$ cat src/core/cpc_pkg.sv
// Constants and types shared by the copper control block
package cpc_pkg;
	localparam int CPC_ADDR_W = 5;
	localparam int CPC_DATA_W = 16;
	localparam logic [4:0] CPC_REG_CTRL1 = 5'h10;
	localparam int CPC_BIT_LP = 15;
	localparam int CPC_RETRY_HI = 14;
	localparam int CPC_RETRY_LO = 12;
	localparam int CPC_BIT_DS_EN = 11;
	localparam int CPC_BIT_FLG = 10;
	localparam int CPC_ED_HI = 9;
	localparam int CPC_ED_LO = 7;
	localparam int CPC_MDIX_HI = 6;
	localparam int CPC_MDIX_LO = 5;
	localparam int CPC_BIT_WAKE = 4;
	localparam int CPC_BIT_TXDIS = 3;
	localparam int CPC_BIT_PD = 2;
	localparam int CPC_BIT_POL = 1;
	localparam int CPC_BIT_JAB = 0;
	localparam logic [2:0] CPC_RETRY_RST = 3'h3;
	localparam logic [2:0] CPC_ED_RST = 3'h0;
	localparam logic [1:0] CPC_MDIX_RST = 2'h3;
	localparam logic [1:0] CPC_MDIX_MDI = 2'h0;
	localparam logic [1:0] CPC_MDIX_MDIX = 2'h1;
	localparam logic [1:0] CPC_MDIX_AUTO = 2'h3;
	localparam logic [1:0] CPC_SPEED_10 = 2'h0;
	localparam logic [1:0] CPC_SPEED_1000 = 2'h2;
	typedef enum logic {CPC_PS_ACTIVE, CPC_PS_DOWN} cpc_pstate_e;
endpackage

$ cat src/core/cpc_downshift.sv
// Gigabit attempt counter deciding speed downshift
`timescale 1ns/100ps
`default_nettype none
module cpc_downshift (
	input wire logic sys_clk,
	input wire logic rst_n,
	input wire logic clear,
	input wire logic enable,
	input wire logic [2:0] retry,
	input wire logic gig_fail,
	output logic downshift_q
);
	typedef struct packed {
		logic [2:0] cnt;
		logic hit;
	} cpc_ds_s;
	cpc_ds_s q;
	cpc_ds_s d;

	always_comb begin
		d = q;
		if (clear) begin
			d = '0;
		end else if (gig_fail && enable && !q.hit) begin
			if (q.cnt == retry) begin
				d.hit = 1'b1;
			end else begin
				d.cnt = q.cnt + 3'h1;
			end
		end
	end

	always_ff @(posedge sys_clk or negedge rst_n) begin
		if (!rst_n) begin
			q <= '0;
		end else begin
			q <= d;
		end
	end

	assign downshift_q = q.hit;
endmodule
`default_nettype wire

$ cat src/core/cpc_ctrl.sv
// Copper control register with deferred fields and power-down sequencing
//
// Added by the designer: the address-and-strobe port.
`timescale 1ns/100ps
`default_nettype none
// Operation
// - Link-pulse bit set stops link pulses; clear sends them; resets to zero.
// - Gigabit attempts equal retry field plus one, then drop speed; resets to three.
// - Downshift enable and retry count take effect only at software reset.
// - Forced link good reports link up, except in gigabit operation.
// - Energy-detect field: 0xx off, 1x0 auto wake, 1x1 software wake, 11x pulses.
// - Crossover field: 00 MDI, 01 MDI-X, 10 reserved, 11 automatic.
// - Hardware reset or negotiation restart reloads crossover field from strap.
// - Crossover field change takes effect only at software reset.
// - Wake bit writable in software-wake mode; one wakes; read-only otherwise.
// - Wake bit clears itself once the PHY leaves energy-detect sleep.
// - Transmitter disable bit turns transmitter off; survives software reset.
// - Power-down is OR of this bit and basic control power-down.
// - Leaving power-down self-issues software reset and negotiation restart.
// - Polarity reversal disable forces normal polarity in 10BASE-T.
// - Jabber disable turns jabber off; jabber acts only in 10 half duplex.
// - Manual crossover status follows the applied crossover field.
module cpc_ctrl (
	input wire logic sys_clk,
	input wire logic rst_n,
	input wire logic [cpc_pkg::CPC_ADDR_W-1:0] reg_addr,
	input wire logic [cpc_pkg::CPC_DATA_W-1:0] reg_wdata,
	input wire logic reg_wr,
	input wire logic reg_rd,
	output logic [cpc_pkg::CPC_DATA_W-1:0] reg_rdata_q,
	input wire logic sw_reset_req,
	input wire logic an_restart_req,
	input wire logic basic_pd,
	input wire logic auto_xover_strap,
	input wire logic [1:0] link_speed,
	input wire logic full_duplex,
	input wire logic ed_sleep,
	input wire logic line_energy,
	input wire logic auto_xover_result,
	input wire logic gig_fail,
	output logic link_pulse_off_q,
	output logic [2:0] retry_q,
	output logic downshift_en_q,
	output logic downshift_q,
	output logic link_forced_up_q,
	output logic ed_enable_q,
	output logic ed_tx_pulses_q,
	output logic ed_wake_q,
	output logic force_mdix_q,
	output logic auto_xover_q,
	output logic xover_status_q,
	output logic tx_off_q,
	output logic power_down_q,
	output logic polarity_fixed_q,
	output logic jabber_en_q,
	output logic sw_reset_out_q,
	output logic an_restart_out_q
);
	typedef struct packed {
		logic lp_dis;
		logic [2:0] sh_retry;
		logic sh_ds_en;
		logic force_lg;
		logic [2:0] sh_ed;
		logic [1:0] sh_mdix;
		logic wake;
		logic tx_dis;
		logic pd;
		logic pol_dis;
		logic jab_dis;
		logic [2:0] ac_retry;
		logic ac_ds_en;
		logic [2:0] ac_ed;
		logic [1:0] ac_mdix;
		logic strap_done;
		logic sleep_prev;
		cpc_pkg::cpc_pstate_e pstate;
		logic [15:0] rdata;
		logic forced_up;
		logic ed_wake;
		logic xo_status;
		logic pd_out;
		logic pol_fix;
		logic jab_en;
		logic rst_out;
		logic mdix_forced;
		logic xover_auto;
		logic ed_pulses;
	} cpc_ctrl_s;

	localparam cpc_ctrl_s RST_Q = '{
		lp_dis: 1'b0, sh_retry: cpc_pkg::CPC_RETRY_RST, sh_ds_en: 1'b0, force_lg: 1'b0,
		sh_ed: cpc_pkg::CPC_ED_RST, sh_mdix: cpc_pkg::CPC_MDIX_RST, wake: 1'b0, tx_dis: 1'b0,
		pd: 1'b0, pol_dis: 1'b0, jab_dis: 1'b0, ac_retry: cpc_pkg::CPC_RETRY_RST, ac_ds_en: 1'b0,
		ac_ed: cpc_pkg::CPC_ED_RST, ac_mdix: cpc_pkg::CPC_MDIX_RST, strap_done: 1'b0,
		sleep_prev: 1'b0, pstate: cpc_pkg::CPC_PS_ACTIVE, rdata: 16'h0000, forced_up: 1'b0,
		ed_wake: 1'b0, xo_status: 1'b1, pd_out: 1'b0, pol_fix: 1'b0, jab_en: 1'b0, rst_out: 1'b0,
		mdix_forced: 1'b0, xover_auto: 1'b1, ed_pulses: 1'b0
	};

	cpc_ctrl_s q;
	cpc_ctrl_s d;
	logic hit;
	logic pd_any;
	logic self_rst;
	logic any_rst;

	// Bits 9 and 7 both set select the software wake codes
	function automatic logic ed_sw_wake(input logic [2:0] mode);
		ed_sw_wake = mode[2] & mode[0];
	endfunction

	function automatic logic is_10m(input logic [1:0] spd);
		is_10m = (spd == cpc_pkg::CPC_SPEED_10);
	endfunction

	assign hit = (reg_addr == cpc_pkg::CPC_REG_CTRL1);
	assign pd_any = q.pd | basic_pd;
	assign self_rst = (q.pstate == cpc_pkg::CPC_PS_DOWN) && !pd_any;
	assign any_rst = sw_reset_req | self_rst;

	always_comb begin
		d = q;
		d.rdata = 16'h0000;
		d.sleep_prev = ed_sleep;
		if (reg_rd && hit) begin
			d.rdata = {q.lp_dis, q.sh_retry, q.sh_ds_en, q.force_lg, q.sh_ed, q.sh_mdix,
				q.wake, q.tx_dis, q.pd, q.pol_dis, q.jab_dis};
		end
		if (q.sleep_prev && !ed_sleep) begin
			d.wake = 1'b0;
		end
		if (reg_wr && hit) begin
			d.lp_dis = reg_wdata[cpc_pkg::CPC_BIT_LP];
			d.sh_retry = reg_wdata[cpc_pkg::CPC_RETRY_HI:cpc_pkg::CPC_RETRY_LO];
			d.sh_ds_en = reg_wdata[cpc_pkg::CPC_BIT_DS_EN];
			d.sh_ed = reg_wdata[cpc_pkg::CPC_ED_HI:cpc_pkg::CPC_ED_LO];
			d.sh_mdix = reg_wdata[cpc_pkg::CPC_MDIX_HI:cpc_pkg::CPC_MDIX_LO];
			d.force_lg = reg_wdata[cpc_pkg::CPC_BIT_FLG];
			d.tx_dis = reg_wdata[cpc_pkg::CPC_BIT_TXDIS];
			d.pd = reg_wdata[cpc_pkg::CPC_BIT_PD];
			d.pol_dis = reg_wdata[cpc_pkg::CPC_BIT_POL];
			d.jab_dis = reg_wdata[cpc_pkg::CPC_BIT_JAB];
			if (ed_sw_wake(q.ac_ed)) begin
				d.wake = reg_wdata[cpc_pkg::CPC_BIT_WAKE];
			end
		end
		case (q.pstate)
			cpc_pkg::CPC_PS_ACTIVE: begin
				if (pd_any) begin
					d.pstate = cpc_pkg::CPC_PS_DOWN;
				end
			end
			cpc_pkg::CPC_PS_DOWN: begin
				if (!pd_any) begin
					d.pstate = cpc_pkg::CPC_PS_ACTIVE;
				end
			end
			default: begin
				d.pstate = cpc_pkg::CPC_PS_ACTIVE;
			end
		endcase
		if (any_rst) begin
			d.ac_retry = d.sh_retry;
			d.ac_ds_en = d.sh_ds_en;
			d.ac_ed = d.sh_ed;
			d.ac_mdix = d.sh_mdix;
			d.lp_dis = 1'b0;
			d.wake = 1'b0;
		end
		// strap reload, also once after reset release
		if (an_restart_req || self_rst || !q.strap_done) begin
			d.sh_mdix = {2{auto_xover_strap}};
			d.ac_mdix = {2{auto_xover_strap}};
			d.strap_done = 1'b1;
		end
		d.rst_out = self_rst;
		d.pd_out = pd_any;
		d.forced_up = d.force_lg && (link_speed != cpc_pkg::CPC_SPEED_1000);
		// wake by energy or by bit
		d.ed_wake = d.ac_ed[2] && ed_sleep && (ed_sw_wake(d.ac_ed) ? d.wake : line_energy);
		if (d.ac_mdix == cpc_pkg::CPC_MDIX_AUTO) begin
			d.xo_status = auto_xover_result;
		end else begin
			d.xo_status = (d.ac_mdix == cpc_pkg::CPC_MDIX_MDIX);
		end
		d.pol_fix = d.pol_dis && is_10m(link_speed);
		// jabber only in 10 half duplex
		d.jab_en = !d.jab_dis && is_10m(link_speed) && !full_duplex;
		// Decoded here so every output leaves a flip-flop
		d.mdix_forced = (d.ac_mdix == cpc_pkg::CPC_MDIX_MDIX);
		d.xover_auto = (d.ac_mdix == cpc_pkg::CPC_MDIX_AUTO);
		d.ed_pulses = d.ac_ed[2] & d.ac_ed[1];
	end

	always_ff @(posedge sys_clk or negedge rst_n) begin
		if (!rst_n) begin
			q <= RST_Q;
		end else begin
			q <= d;
		end
	end

	// Counter cleared by every reset so a new retry value starts fresh
	cpc_downshift u_downshift (
		.sys_clk(sys_clk),
		.rst_n(rst_n),
		.clear(any_rst),
		.enable(q.ac_ds_en),
		.retry(q.ac_retry),
		.gig_fail(gig_fail),
		.downshift_q(downshift_q)
	);

	assign reg_rdata_q = q.rdata;
	assign link_pulse_off_q = q.lp_dis;
	assign retry_q = q.ac_retry;
	assign downshift_en_q = q.ac_ds_en;
	assign link_forced_up_q = q.forced_up;
	assign ed_enable_q = q.ac_ed[2];
	assign ed_tx_pulses_q = q.ed_pulses;
	assign ed_wake_q = q.ed_wake;
	assign force_mdix_q = q.mdix_forced;
	assign auto_xover_q = q.xover_auto;
	assign xover_status_q = q.xo_status;
	assign tx_off_q = q.tx_dis;
	assign power_down_q = q.pd_out;
	assign polarity_fixed_q = q.pol_fix;
	assign jabber_en_q = q.jab_en;
	assign sw_reset_out_q = q.rst_out;
	assign an_restart_out_q = q.rst_out;
endmodule
`default_nettype wire

$ cat config.mk
export PLATFORM = sky130hd
export DESIGN_NAME = cpc_ctrl
export DESIGN_NICKNAME = d
export VERILOG_FILES = /design/src/core/cpc_pkg.sv /design/src/core/cpc_downshift.sv /design/src/core/cpc_ctrl.sv
export SDC_FILE = /design/constraint.sdc
export NUM_CORES = 1
export LEC_CHECK = 0
export BUFFER_PORTS_ARGS = -buffer_cell sky130_fd_sc_hd__buf_2
export CAP_MARGIN = 20
export CORE_MARGIN = 8
export CORE_UTILIZATION = 40
export CTS_CLUSTER_SIZE = 24
export DETAILED_ROUTE_END_ITERATION = 16
export GPL_TIMING_DRIVEN = 1
export PLACE_DENSITY = 0.75
export RECOVER_POWER = 25
export SYNTH_ARGS = -nofsm -noshare
export SYNTH_HDL_FRONTEND = slang
export SYNTH_SLANG_ARGS = --single-unit
$ cat constraint.sdc
create_clock -name sys_clk -period 1.79 [get_ports sys_clk]
set_input_delay 0.358 -clock sys_clk [delete_from_list [all_inputs] [get_ports sys_clk]]
set_output_delay 0.358 -clock sys_clk [all_outputs]
set_load 0.005 [all_outputs]
# == After elaboration in Yosys (flattened, before gate mapping) ==
# Cells that the tools add are included.
# totals
ff_bits,58
in_bits,36
output_inout_bits,35
# classes
n_bitwise,5
n_reduce_logical,26
n_eq_ne,6
addsub,1
muxes,16
# op_table
op,count
$mux 16,2
$logic_and 1x1->1,12
$mux 1,8
$mux 4,2
$logic_not 1->1,6
$mux 3,2
$reduce_bool 2->1,3
$eq 5x5->1 const B,1
$mux 5,1
$ne 2x2->1 const B,2
$reduce_and 2->1,2
$add 3x1->3 const B,1
$and 1x1->1,3
$eq 3x3->1,1
$eq 2x1->1 const B,1
$eq 2x2->1 const B,1
$logic_not 2->1,1
$logic_or 1x1->1,2
$mux 2,1
$or 1x1->1,2

# == Depth between registers and ports, before layout ==
# Gate-level depths: netlist of run 1.
# depth
word_depth,9
mapped_depth,6
mapped_depth_nobuf,5

# == By module ==
# Synthesis of run 1 repeated with hierarchy kept, for this count alone.
# unflattened
hier_cells,186
hier_area_um2,2368.5
# by_module_without_submodules
module,n_inst,cells_each,area_per_inst_um2
cpc_ctrl,1,161,2115.8
cpc_downshift,1,25,252.7

# == Least setup slack after synthesis of run 1 ==
# OpenSTA, ideal clock, no wires.
# synth_timing
kind,in2reg
start,input port reg_addr[1] (netlist name)
end,"register q, in the netlist ed_wake_q"
n_path_buf,0
required_ps,1670
slack_ps,87
cell_stages,5
setup_time_ps,120
arrival_time_ps,1582
cell_sequence,or3b_1 -> or3_1 -> mux2i_1 -> nor3b_1 -> o211a_1
# synth_rtl
item,line_no,source
start: declaration,cpc_ctrl.sv:26,"input wire logic [cpc_pkg::CPC_ADDR_W-1:0] reg_addr,"
end signal: assignment,cpc_ctrl.sv:198,q <= RST_Q;
end signal: assignment,cpc_ctrl.sv:200,q <= d;
end: declaration,cpc_ctrl.sv:101,cpc_ctrl_s q;

==> results of run 1 <==
-- through the flow --
stage	worst slack (ps)	instance area [µm²]	hold slack, ps
final	140.0	2864	196.9
after global routing	43.41	2864	195.1
after CTS	82.84	2875	26.09
after detailed placement	-92.47	2709	378.9
after global placement	-63.33	2709	378.3
after floorplan	87.29	2327	62.41
-- cell type report --
| cell class | instances | area [µm²] |
|---|---|---|
| clock buffer | 15 | 166.4 |
| fill | 519 | 2710 |
| inverter | 4 | 15.01 |
| multi-input combinational | 96 | 709.4 |
| sequential | 57 | 1439 |
| tap | 72 | 90.09 |
| timing repair buffer | 83 | 444.2 |
-- state kept, by name (all words and copies together) (netlist names), 3 cells and up --
register / flops
retry_q: 3
reg_rdata_q: 16
q: 20
u_downshift.q: 3
-- kinds of logic (layout without fill, tap and decap cells) --
| family | count (synthesis) | in the layout |
|---|---|---|
| DFF | 57 | 57 |
| and+or+nand+nor | 52 | 52 |
| buffers and inverters | 28 | 102 |
| muxes | 21 | 21 |
| AOI/OAI and AO/OA | 16 | 16 |
| xor gates and xnor gates | 5 | 5 |
| adders and majority gates | 1 | 1 |
| other | 1 | 1 |
-- cells in the mapped netlist, drive strengths merged --
| master | count |
|---|---|
| nand4 | 2 |
| nor4 | 1 |
| a311oi | 1 |
| and2 | 17 |
| o21ai | 3 |
| or2 | 2 |
| a31oi | 2 |
| dfstp | 10 |
| xor2 | 1 |
| inv | 4 |
| nand4b | 1 |
| a311o | 1 |
| mux2i | 4 |
| conb | 1 |
| nor3b | 6 |
| xnor2 | 4 |
| o211ai | 1 |
| or3 | 1 |
| mux2 | 17 |
| a31o | 1 |
| a21boi | 2 |
| nor2 | 10 |
| or3b | 3 |
| nand3 | 2 |
| nand2 | 6 |
| ha | 1 |
| o211a | 1 |
| buf | 23 |
| clkbuf | 1 |
| a21oi | 4 |
| dfrtp | 47 |
| and3 | 1 |
-- report_power, final --
| group | switching (µW) | internal (µW) |
|---|---|---|
| sequential | 69.3 | 1440 |
| combinational | 181 | 212 |
| clock | 450 | 573 |
| total | 701 | 2220 |
-- routing by layer --
metal | up-vias | share of wire (%)
met5 | - | 0
met4 | 0 | 2.3
met3 | 11 | 5.4
met2 | 33 | 52
met1 | 775 | 40
li1 | 734 | -
-- critical path: cells and delay by family, from the launching register on --
family           cells  cell delay [ps]
AO/OA/AOI/OAI        3              570
flip-flops           1              370
AND/OR/NAND/NOR      2              630
-- path summary, 6_finish.rpt --
kind,startpoint,endpoint,cells past startpoint
min reg2reg,q[46],reg_rdata_q[8],1
max in group asynchronous,rst_n,reg_rdata_q[13],2
max reg2reg,power_down_q,xover_status_q,5
min in group asynchronous,rst_n,q[39],2
max,power_down_q,xover_status_q,5
min,full_duplex,jabber_en_q,2
==> load_flow_metrics.sql, run 1 <==
INSERT INTO impl_metrics (metric_group, metric, value, unit) VALUES
('global_routing', 'grt_pass1_wl', '8.217', 'mm'),
('sta', 'worst_slew_pin_slew', '1328', 'ps'),
('clock_tree', 'cts_root_buffer', 'sky130_fd_sc_hd__clkbuf_8', ''),
('pwr', 'p_leak', '0.001504', 'µW'),
('floorplan', 'placement_rows', '27', ''),
('yosys', 'mux_contribution_to_synthesized_area', '9.946', '%'),
('floorplan', 'chip_height', '92.28', 'µm'),
('setup_path', 'setup.worst_path.start_class', 'flop', ''),
('setup_path', 'end_kind', 'flop', ''),
('yosys', 'synthesis.area_per_instance', '12.86', 'µm²'),
('cells_and_area', 'final_common_cell', 'sky130_fd_sc_hd__buf_2', ''),
('cells_and_area', 'layout_common_cells', 'sky130_fd_sc_hd__buf_2, sky130_fd_sc_hd__dfrtp_1, sky130_fd_sc_hd__mux2_2, sky130_fd_sc_hd__and2_1, sky130_fd_sc_hd__buf_4', ''),
('yosys', 'xor_xnor_share_of_the_synthesized_area', '1.882', '%'),
('sta', 'number_of_hold_violations_in_the_final_report', '0', ''),
('place', 'finalWeightedCongestion', '0.7871', ''),
('yosys', 'netlist.area_leader.share', '50.54', '%'),
('floorplan', 'floorplan.initialDensity', '41.75', '%'),
('clock_tree', 'tritoncts.num_buffers', '9', ''),
('floorplan', 'core_area', '0.005574', 'mm²'),
('global_routing', 'grt_max_degree', '58', ''),
('yosys', 'number_of_distinct_library_cells_after_synthesis', '35', ''),
('sta', 'timing.clock.skew', '4.345', 'ps'),
('floorplan', 'design.die.area', '0.008515', 'mm²'),
('global_routing', 'grt_util_met3', '4.238', '%'),
('sta', 'slew_violations', '0', ''),
('floorplan', 'pin_count', '71', ''),
('min_path', 'hold_removal_path_class', 'in2reg', ''),
('yosys', 'synth_top_family_by_area', 'simple AND/OR/NAND/NOR gates', ''),
('clock_tree', 'cts.reportedPaths.clkPinSlew', '60', 'ps'),
('job', 'max_cap_violations', '0', ''),
('pwr', 'design_power_total', '2925', 'µW'),
('global_routing', 'global_route.usage.met1', '13.26', '%'),
('cells_and_area', 'drive_above_1_share', '49.41', '%'),
('global_routing', 'grt_util_all_layers', '12.47', '%'),
('setup_path', 'criticalPathCategory', 'reg2reg', ''),
('yosys', 'yosysWarnings', '0', ''),
('clock_tree', 'numClockSinks', '57', ''),
('global_routing', 'gr-total-overflow', '0', ''),
('sta', 'slew-limit-headroom', '11.48', '%'),
('cells_and_area', 'insertedDiodeCount', '0', ''),
('cells_and_area', 'flow.area_growth_from_synthesis', '23.06', '%'),
('setup_path', 'critical-path-top-cell-by-count', 'sky130_fd_sc_hd__a21oi_1', ''),
('sta', 'max_clock_freq', '0.6061', 'GHz'),
('clock_tree', 'clock_path_buffers', '2', ''),
('yosys', 'netlist_area_pre_place', '0.002327', 'mm²'),
('pwr', 'vdd_drop_max', '0.0004911', 'V'),
('yosys', 'post_synth_main_area_contributors', 'sky130_fd_sc_hd__dfrtp_1, sky130_fd_sc_hd__dfstp_2, sky130_fd_sc_hd__mux2_2', ''),
('detailed_routing', 'route.vias.total', '1553', ''),
('sta', 'post-route-min-period', '1650', 'ps'),
('floorplan', 'die_width', '92.28', 'µm'),
('global_routing', 'number_of_global_route_vias_before_repair', '1667', ''),
('sta', 'grt_setup_unrepaired', 'no', ''),
('yosys', 'postSynthRegisterBits', '57', ''),
('detailed_routing', 'first_iter_violations', '32', ''),
('clock_tree', 'cts_post_setup_buffers_inserted', '0', ''),
('yosys', 'mappedNetlistNets', '218', ''),
('status', 'outcome', 'finished clean', ''),
('detailed_routing', 'drt_first_pass_iters', '4', ''),
('pwr', 'power_per_cell_area', '1021', 'mW/mm²'),
('setup_path', 'crit_chain', 'nor3b_2 > or3b_2 > a311o_1 > a21oi_1 > a21oi_1', ''),
('sta', 'layout_worst_path_cycle_share', '92.18', '%'),
('detailed_routing', 'number_of_routed_nets_with_antenna_violations', '0', ''),
('yosys', 'compound_gate_portion_of_the_synthesized_area', '4.624', '%'),
('setup_path', 'critical_path_arrival', '1890', 'ps'),
('global_routing', 'use_met2', '21.04', '%'),
('setup_path', 'reg2reg_setup_slack', '140', 'ps'),
('clock_tree', 'post_cts_resize_count', '0', ''),
('cells_and_area', 'finish.cell_count_without_fillers', '327', ''),
('yosys', 'synth_largest_area_cell', 'sky130_fd_sc_hd__dfrtp_1', ''),
('sta', 'setup_tns', '0', 'ps'),
('clock_tree', 'clock_insertion_delay_worst_skew', '320', 'ps');
Note: power is estimated with default switching activity, not from simulation.
==> inputs of run 2 (changes only) <==
--- a/config.mk
+++ b/config.mk
@@ -7,6 +7,7 @@
 export LEC_CHECK = 0
 export BUFFER_PORTS_ARGS = -buffer_cell sky130_fd_sc_hd__buf_2
 export CAP_MARGIN = 20
+export CORE_ASPECT_RATIO = 1.5
 export CORE_MARGIN = 8
 export CORE_UTILIZATION = 40
 export CTS_CLUSTER_SIZE = 24
==> load_flow_metrics.sql, run 2 (synthesis results as in run 1) <==
INSERT INTO impl_metrics (metric_group, metric, value, unit) VALUES
('setup_path', 'cp_data_required_time', '2030', 'ps'),
('setup_path', 'reg2reg_to', 'xover_status_q', ''),
('cells_and_area', 'insertedDiodeCount', '0', ''),
('cells_and_area', 'area_of_combinational_cells_with_multiple_inputs', '709.4', 'µm²'),
('global_routing', 'antenna_found_initial', '0', ''),
('clock_tree', 'clock_tree_from_tritoncts', 'built', ''),
('setup_path', 'critical_path.slowest_cell', 'sky130_fd_sc_hd__or3b_2', ''),
('sta', 'hold_slack', '180.6', 'ps'),
('floorplan', 'placement_rows', '34', ''),
('clock_tree', 'clock_insertion_delay_worst_skew', '320', 'ps'),
('global_routing', 'gr-total-overflow', '0', ''),
('min_path', 'hold_removal_path_class', 'in2reg', ''),
('cells_and_area', 'layout_common_cells', 'sky130_fd_sc_hd__buf_2, sky130_fd_sc_hd__dfrtp_1, sky130_fd_sc_hd__mux2_2, sky130_fd_sc_hd__and2_1', ''),
('clock_tree', 'numClockSinks', '57', ''),
('sta', 'timing.clock.skew', '7.456', 'ps'),
('clock_tree', 'cts_post_setup_buffers_inserted', '0', ''),
('floorplan', 'die_width', '78.28', 'µm'),
('setup_path', 'criticalPathCategory', 'reg2reg', ''),
('setup_path', 'worstSetupStartpoint', 'power_down_q', ''),
('place', 'place_hpwl', '3.557', 'mm'),
('place', 'finalWeightedCongestion', '0.8130', ''),
('cells_and_area', 'nets', '287', ''),
('job', 'max_cap_violations', '0', ''),
('pwr', 'design_power_total', '3052', 'µW'),
('sta', 'slew-limit-headroom', '12.35', '%'),
('setup_path', 'worstPathMaxFanout', '4', ''),
('detailed_routing', 'routedWlPerCell', '14.14', 'µm'),
('pwr', 'power_per_cell_area', '1058', 'mW/mm²'),
('floorplan', 'pin_count', '71', ''),
('global_routing', 'number_of_global_route_vias_before_repair', '1635', ''),
('setup_path', 'critical_path.endpoint', 'xover_status_q', ''),
('cells_and_area', 'nFillCells', '540', ''),
('floorplan', 'core_area', '0.005700', 'mm²'),
('clock_tree', 'h-tree-depth', '3', ''),
('detailed_routing', 'number_of_routed_nets_with_antenna_violations', '0', ''),
('detailed_routing', 'drt_first_pass_iters', '4', ''),
('setup_path', 'critical_path_arrival', '1880', 'ps'),
('clock_tree', 'tritoncts.num_buffers', '9', ''),
('floorplan', 'design.die.area', '0.008565', 'mm²'),
('setup_path', 'critical_path.n_buffers_inverters', '0', ''),
('sta', 'layout_worst_path_cycle_share', '91.86', '%'),
('detailed_routing', 'drt-total-wl', '4.609', 'mm'),
('global_routing', 'grt_pass1_wl', '7.458', 'mm'),
('detailed_routing', 'routed_via_count_divided_by_cell_count', '4.613', ''),
('cells_and_area', 'flow.area_growth_from_synthesis', '23.98', '%'),
('detailed_routing', 'route.vias.total', '1504', ''),
('detailed_routing', 'drc_errors', '0', ''),
('detailed_routing', 'first_iter_violations', '48', ''),
('sta', 'max_clock_freq', '0.6082', 'GHz'),
('cells_and_area', 'max_flop_register', 'q', ''),
('sta', 'setup_ws', '145.8', 'ps'),
('setup_path', 'crit_chain', 'nor3b_2 > or3b_2 > a311o_1 > a21oi_1 > a21oi_1', ''),
('floorplan', 'chip_height', '109.4', 'µm'),
('sta', 'slew_violations', '0', ''),
('cells_and_area', 'layout.area.seq', '0.001439', 'mm²'),
('sta', 'post-route-min-period', '1644', 'ps'),
('setup_path', 'setup.worst_path.start_class', 'flop', ''),
('setup_path', 'critical-path-top-cell-by-count', 'sky130_fd_sc_hd__a21oi_1', ''),
('setup_path', 'end_kind', 'flop', ''),
('clock_tree', 'cts.reportedPaths.clkPinSlew', '60', 'ps'),
('cells_and_area', 'largest_reg_flops', '20', ''),
('global_routing', 'grt_max_degree', '58', ''),
('pwr', 'p_leak', '0.001518', 'µW'),
('sta', 'timing.final.setup_violations', '0', ''),
('place', 'dpl_worst_slack', '-104.6', 'ps'),
('sta', 'worst_slew_pin_slew', '1315', 'ps'),
('setup_path', 'crit_path_max_incr_delay', '460', 'ps'),
('sta', 'grt_setup_unrepaired', 'no', ''),
('clock_tree', 'clock_path_buffers', '2', ''),
('setup_path', 'reg2regPathDepth', '5', ''),
('place', 'numPortBuffers', '70', ''),
('setup_path', 'critical_path.reg2reg.startpoint', 'power_down_q', ''),
('status', 'outcome', 'finished clean', ''),
('setup_path', 'cp.depth', '5', ''),
('sta', 'number_of_hold_violations_in_the_final_report', '0', ''),
('floorplan', 'floorplan.initialDensity', '40.83', '%'),
('pwr', 'vdd_drop_max', '0.0003846', 'V'),
('setup_path', 'path_delay_family', 'simple AND/OR/NAND/NOR gates', ''),
('clock_tree', 'cts_root_buffer', 'sky130_fd_sc_hd__clkbuf_8', ''),
('cells_and_area', 'drive_above_1_share', '50.39', '%'),
('global_routing', 'grt_util_all_layers', '11.39', '%'),
('cells_and_area', 'final_common_cell', 'sky130_fd_sc_hd__buf_2', ''),
('setup_path', 'reg2reg_setup_slack', '150', 'ps');
run 2: cell count changes in the layout (fill, tap and decap cells not counted):
cell,change
sky130_fd_sc_hd__bufinv_16,+1
sky130_fd_sc_hd__buf_4,-1
sky130_fd_sc_hd__clkbuf_1,-3
sky130_fd_sc_hd__clkinv_2,+2
run 2: final cells by class:
| class | instances | area share [%] |
|---|---|---|
| Inverter | 4 | 0.5204 |
| Clock inverter | 3 | 1.388 |
| Clock buffer | 12 | 5.377 |
| Timing Repair Buffer | 82 | 15.13 |
| Multi-Input combinational cell | 96 | 24.59 |
| Sequential cell | 57 | 49.87 |
| Tap cell | 72 | 3.122 |
run 2: worst min path at each step:
stage	startpoint	to	slack (ps)	cells past startpoint
2_1_floorplan	rst_n	an_restart_out_q	60	0
3_3_place_gp	rst_n	polarity_fixed_q	380	2
3_5_place_dp	rst_n	jabber_en_q	380	2
4_1_cts	rst_n	reg_rdata_q[14]	20	2
5_1_grt	full_duplex	jabber_en_q	160	2
6_report	ed_sleep	q[27]	180	1
run 2: layer usage:
metal	part of all wire, %	track usage [%]	vias to the layer above
li1	-	-	728
met1	35	10.69	727
met2	56	20.26	43
met3	6.9	4.910	6
met4	1.9	6.516	0
met5	0	0	-
run 2: stage by stage:
stage | setup TNS (ps) | std cells | instance area, µm² | util (%)
floorplan | 0 | 181 | 2327 | -
global placement | -75.69 | 311 | 2701 | 47.39
detailed placement | -230.7 | 311 | 2701 | 47.39
CTS | 0 | 326 | 2897 | 50.81
global route | 0 | 326 | 2885 | 50.61
finish | 0 | 326 | 2885 | 50.61
run 2: report_power, final:
group / leakage [µW] / switching (µW) / internal [µW]
Clock: 0.000102 / 461 / 706
Combinational: 0.000683 / 173 / 204
Sequential: 0.000732 / 68.8 / 1440
Total: 0.00152 / 702 / 2350
run 2: timing repair:
item                       in CTS  in global routing
hold endpoints to repair        0                  0
hold buffers                    0                  0
resized for setup               0                  1
setup endpoints to repair       0                  6
==> inputs of run 3 (changes only) <==
==> constraint.sdc (replaced) <==
create_clock -name sys_clk -period 1.86 [get_ports sys_clk]
set_input_delay 0.372 -clock sys_clk [delete_from_list [all_inputs] [get_ports sys_clk]]
set_output_delay 0.372 -clock sys_clk [all_outputs]
set_load 0.005 [all_outputs]
==> load_flow_metrics.sql, run 3 (synthesis results as in run 1) <==
INSERT INTO impl_metrics (metric_group, metric, value, unit) VALUES
('sta', 'slew_violations', '0', ''),
('sta', 'grt_setup_unrepaired', 'no', ''),
('cells_and_area', 'insertedDiodeCount', '0', ''),
('min_path', 'hold_removal_path_class', 'in2reg', ''),
('status', 'outcome', 'finished clean', ''),
('clock_tree', 'clock_tree_from_tritoncts', 'built', ''),
('floorplan', 'floorplan.initialDensity', '40.83', '%'),
('pwr', 'net-switching-power', '704.6', 'µW'),
('clock_tree', 'post_cts_resize_count', '0', ''),
('pwr', 'power_frac_clock', '38.2', '%'),
('pwr', 'p_int', '2221', 'µW'),
('sta', 'layout_worst_path_cycle_share', '92.74', '%'),
('pwr', 'p_leak', '0.001505', 'µW'),
('global_routing', 'antenna_found_initial', '0', ''),
('floorplan', 'placement_rows', '34', ''),
('cells_and_area', 'flow.area_growth_from_synthesis', '23.12', '%'),
('clock_tree', 'cts.reportedPaths.clkPinSlew', '60', 'ps'),
('pwr', 'switching_share', '24.09', '%'),
('sta', 'max_clock_freq', '0.5797', 'GHz'),
('sta', 'setup_tns', '0', 'ps'),
('global_routing', 'gr-total-overflow', '0', ''),
('place', 'dpl_worst_slack', '-47.78', 'ps'),
('setup_path', 'cp_data_required_time', '2080', 'ps'),
('detailed_routing', 'route.vias.total', '1502', ''),
('place', 'numPortBuffers', '70', ''),
('pwr', 'power_per_cell_area', '1021', 'mW/mm²'),
('clock_tree', 'cts_root_buffer', 'sky130_fd_sc_hd__clkbuf_8', ''),
('floorplan', 'design.die.area', '0.008565', 'mm²'),
('pwr', 'vdd_drop_max', '0.0005062', 'V'),
('clock_tree', 'cts_post_setup_buffers_inserted', '0', ''),
('cells_and_area', 'largest_reg_flops', '20', ''),
('global_routing', 'grt_util_all_layers', '11.37', '%'),
('job', 'max_cap_violations', '0', ''),
('setup_path', 'setup.worst_path.start_class', 'flop', ''),
('cells_and_area', 'final_common_cell', 'sky130_fd_sc_hd__buf_2', ''),
('cells_and_area', 'layout_common_cells', 'sky130_fd_sc_hd__buf_2, sky130_fd_sc_hd__dfrtp_1, sky130_fd_sc_hd__mux2_2, sky130_fd_sc_hd__and2_1', ''),
('detailed_routing', 'number_of_routed_nets_with_antenna_violations', '0', ''),
('detailed_routing', 'drc_errors', '0', ''),
('global_routing', 'grt_max_degree', '58', ''),
('cells_and_area', 'max_flop_register', 'q', ''),
('clock_tree', 'h-tree-depth', '3', ''),
('detailed_routing', 'drt_first_pass_iters', '4', ''),
('sta', 'setup_ws', '135.0', 'ps'),
('sta', 'number_of_hold_violations_in_the_final_report', '0', ''),
('place', 'finalWeightedCongestion', '0.8102', ''),
('detailed_routing', 'routedWlPerCell', '14.13', 'µm'),
('cells_and_area', 'drive_above_1_share', '50.20', '%'),
('sta', 'timing.clock.skew', '4.997', 'ps'),
('sta', 'slew-limit-headroom', '11.56', '%'),
('sta', 'timing.final.setup_violations', '0', ''),
('detailed_routing', 'drt-total-wl', '4.593', 'mm'),
('clock_tree', 'clock_insertion_delay_worst_skew', '330', 'ps'),
('pwr', 'design_power_total', '2925', 'µW'),
('clock_tree', 'tritoncts.num_buffers', '9', ''),
('place', 'place_hpwl', '3.545', 'mm'),
('setup_path', 'end_kind', 'flop', ''),
('setup_path', 'crit_chain', 'nor3b_1 > or2_2 > buf_4 > mux2_2', ''),
('global_routing', 'grt_pass1_wl', '7.541', 'mm'),
('setup_path', 'crit_path_max_incr_delay', '400', 'ps'),
('cells_and_area', 'nFillCells', '560', ''),
('setup_path', 'criticalPathCategory', 'reg2reg', ''),
('floorplan', 'core_area', '0.005700', 'mm²'),
('sta', 'post-route-min-period', '1725', 'ps'),
('floorplan', 'chip_height', '109.4', 'µm'),
('detailed_routing', 'first_iter_violations', '82', ''),
('clock_tree', 'post_cts_hold_buffer_count', '0', ''),
('sta', 'worst_slew_pin_slew', '1327', 'ps'),
('clock_tree', 'numClockSinks', '57', ''),
('detailed_routing', 'routed_via_count_divided_by_cell_count', '4.622', ''),
('cells_and_area', 'nets', '285', ''),
('setup_path', 'worstPathMaxFanout', '14', ''),
('pwr', 'sequentialPowerShare', '49.6', '%'),
('global_routing', 'number_of_global_route_vias_before_repair', '1675', ''),
('clock_tree', 'clock_path_buffers', '2', ''),
('floorplan', 'pin_count', '71', ''),
('floorplan', 'die_width', '78.28', 'µm'),
('pwr', 'power.combinational.fraction', '12.2', '%'),
('setup_path', 'critical_path.slowest_cell', 'sky130_fd_sc_hd__dfrtp_1', ''),
('setup_path', 'critical_path_arrival', '1940', 'ps');
run 3: cell count changes in the layout (fill, tap and decap cells not counted), sizes merged:
cell,previous run,this run
buf,80,78
clkinvlp,0,1
clkinv,2,4
clkbuf,14,12
run 3: critical path: cells and delay by family, from the launching register on:
kind	cells	cell delay [ps]
buffers and inverters	1	230
flip-flops	1	400
multiplexers	1	350
AND/OR/NAND/NOR	2	620
run 3: layer usage:
metal	vias up	global-route usage (%)	share of wire (%)
met2	41	19.79	54
li1	725	-	-
met1	727	10.86	36
met4	0	7.048	2.7
met3	9	4.828	6.9
met5	-	0	0
run 3: final timing paths:
check,cells after the start,slack [ps],from,end
max in group asynchronous,2,640,rst_n,an_restart_out_q
setup reg to reg,4,130,q[40],downshift_en_q
min in group asynchronous,2,420,rst_n,jabber_en_q
setup / recovery,4,130,q[40],downshift_en_q
hold / removal,1,190,ed_sleep,q[27]
hold reg to reg,1,470,q[49],reg_rdata_q[11]
run 3: per-stage QoR:
step / utilization (%) / hold slack (ps) / instance area [µm²] / cells
2_1_floorplan: - / 76.41 / 2327 / 181
3_3_place_gp: 47.12 / 388.8 / 2686 / 309
3_5_place_dp: 47.12 / 391.8 / 2686 / 309
4_1_cts: 50.55 / 24.15 / 2882 / 325
5_1_grt: 50.26 / 182.4 / 2865 / 325
6_report: 50.26 / 188.6 / 2865 / 325
run 3: power groups by stage:
stage	registers, µW	clock network [µW]	logic, µW
global placement	1470	0	363
floorplan	1460	0	220
finish	1450	1120	358
detailed placement	1470	0	371
CTS	1450	1150	372
global route	1470	1210	404
run 3: area by class of cell:
type | instances | area, µm² | area share [%]
Clock buffer | 10 | 137.6 | 4.803
Timing Repair Buffer | 80 | 421.7 | 14.72
Multi-Input combinational cell | 96 | 704.4 | 24.59
Tap cell | 72 | 90.09 | 3.144
Clock inverter | 6 | 57.56 | 2.009
Inverter | 4 | 15.01 | 0.5240
Sequential cell | 57 | 1439 | 50.22
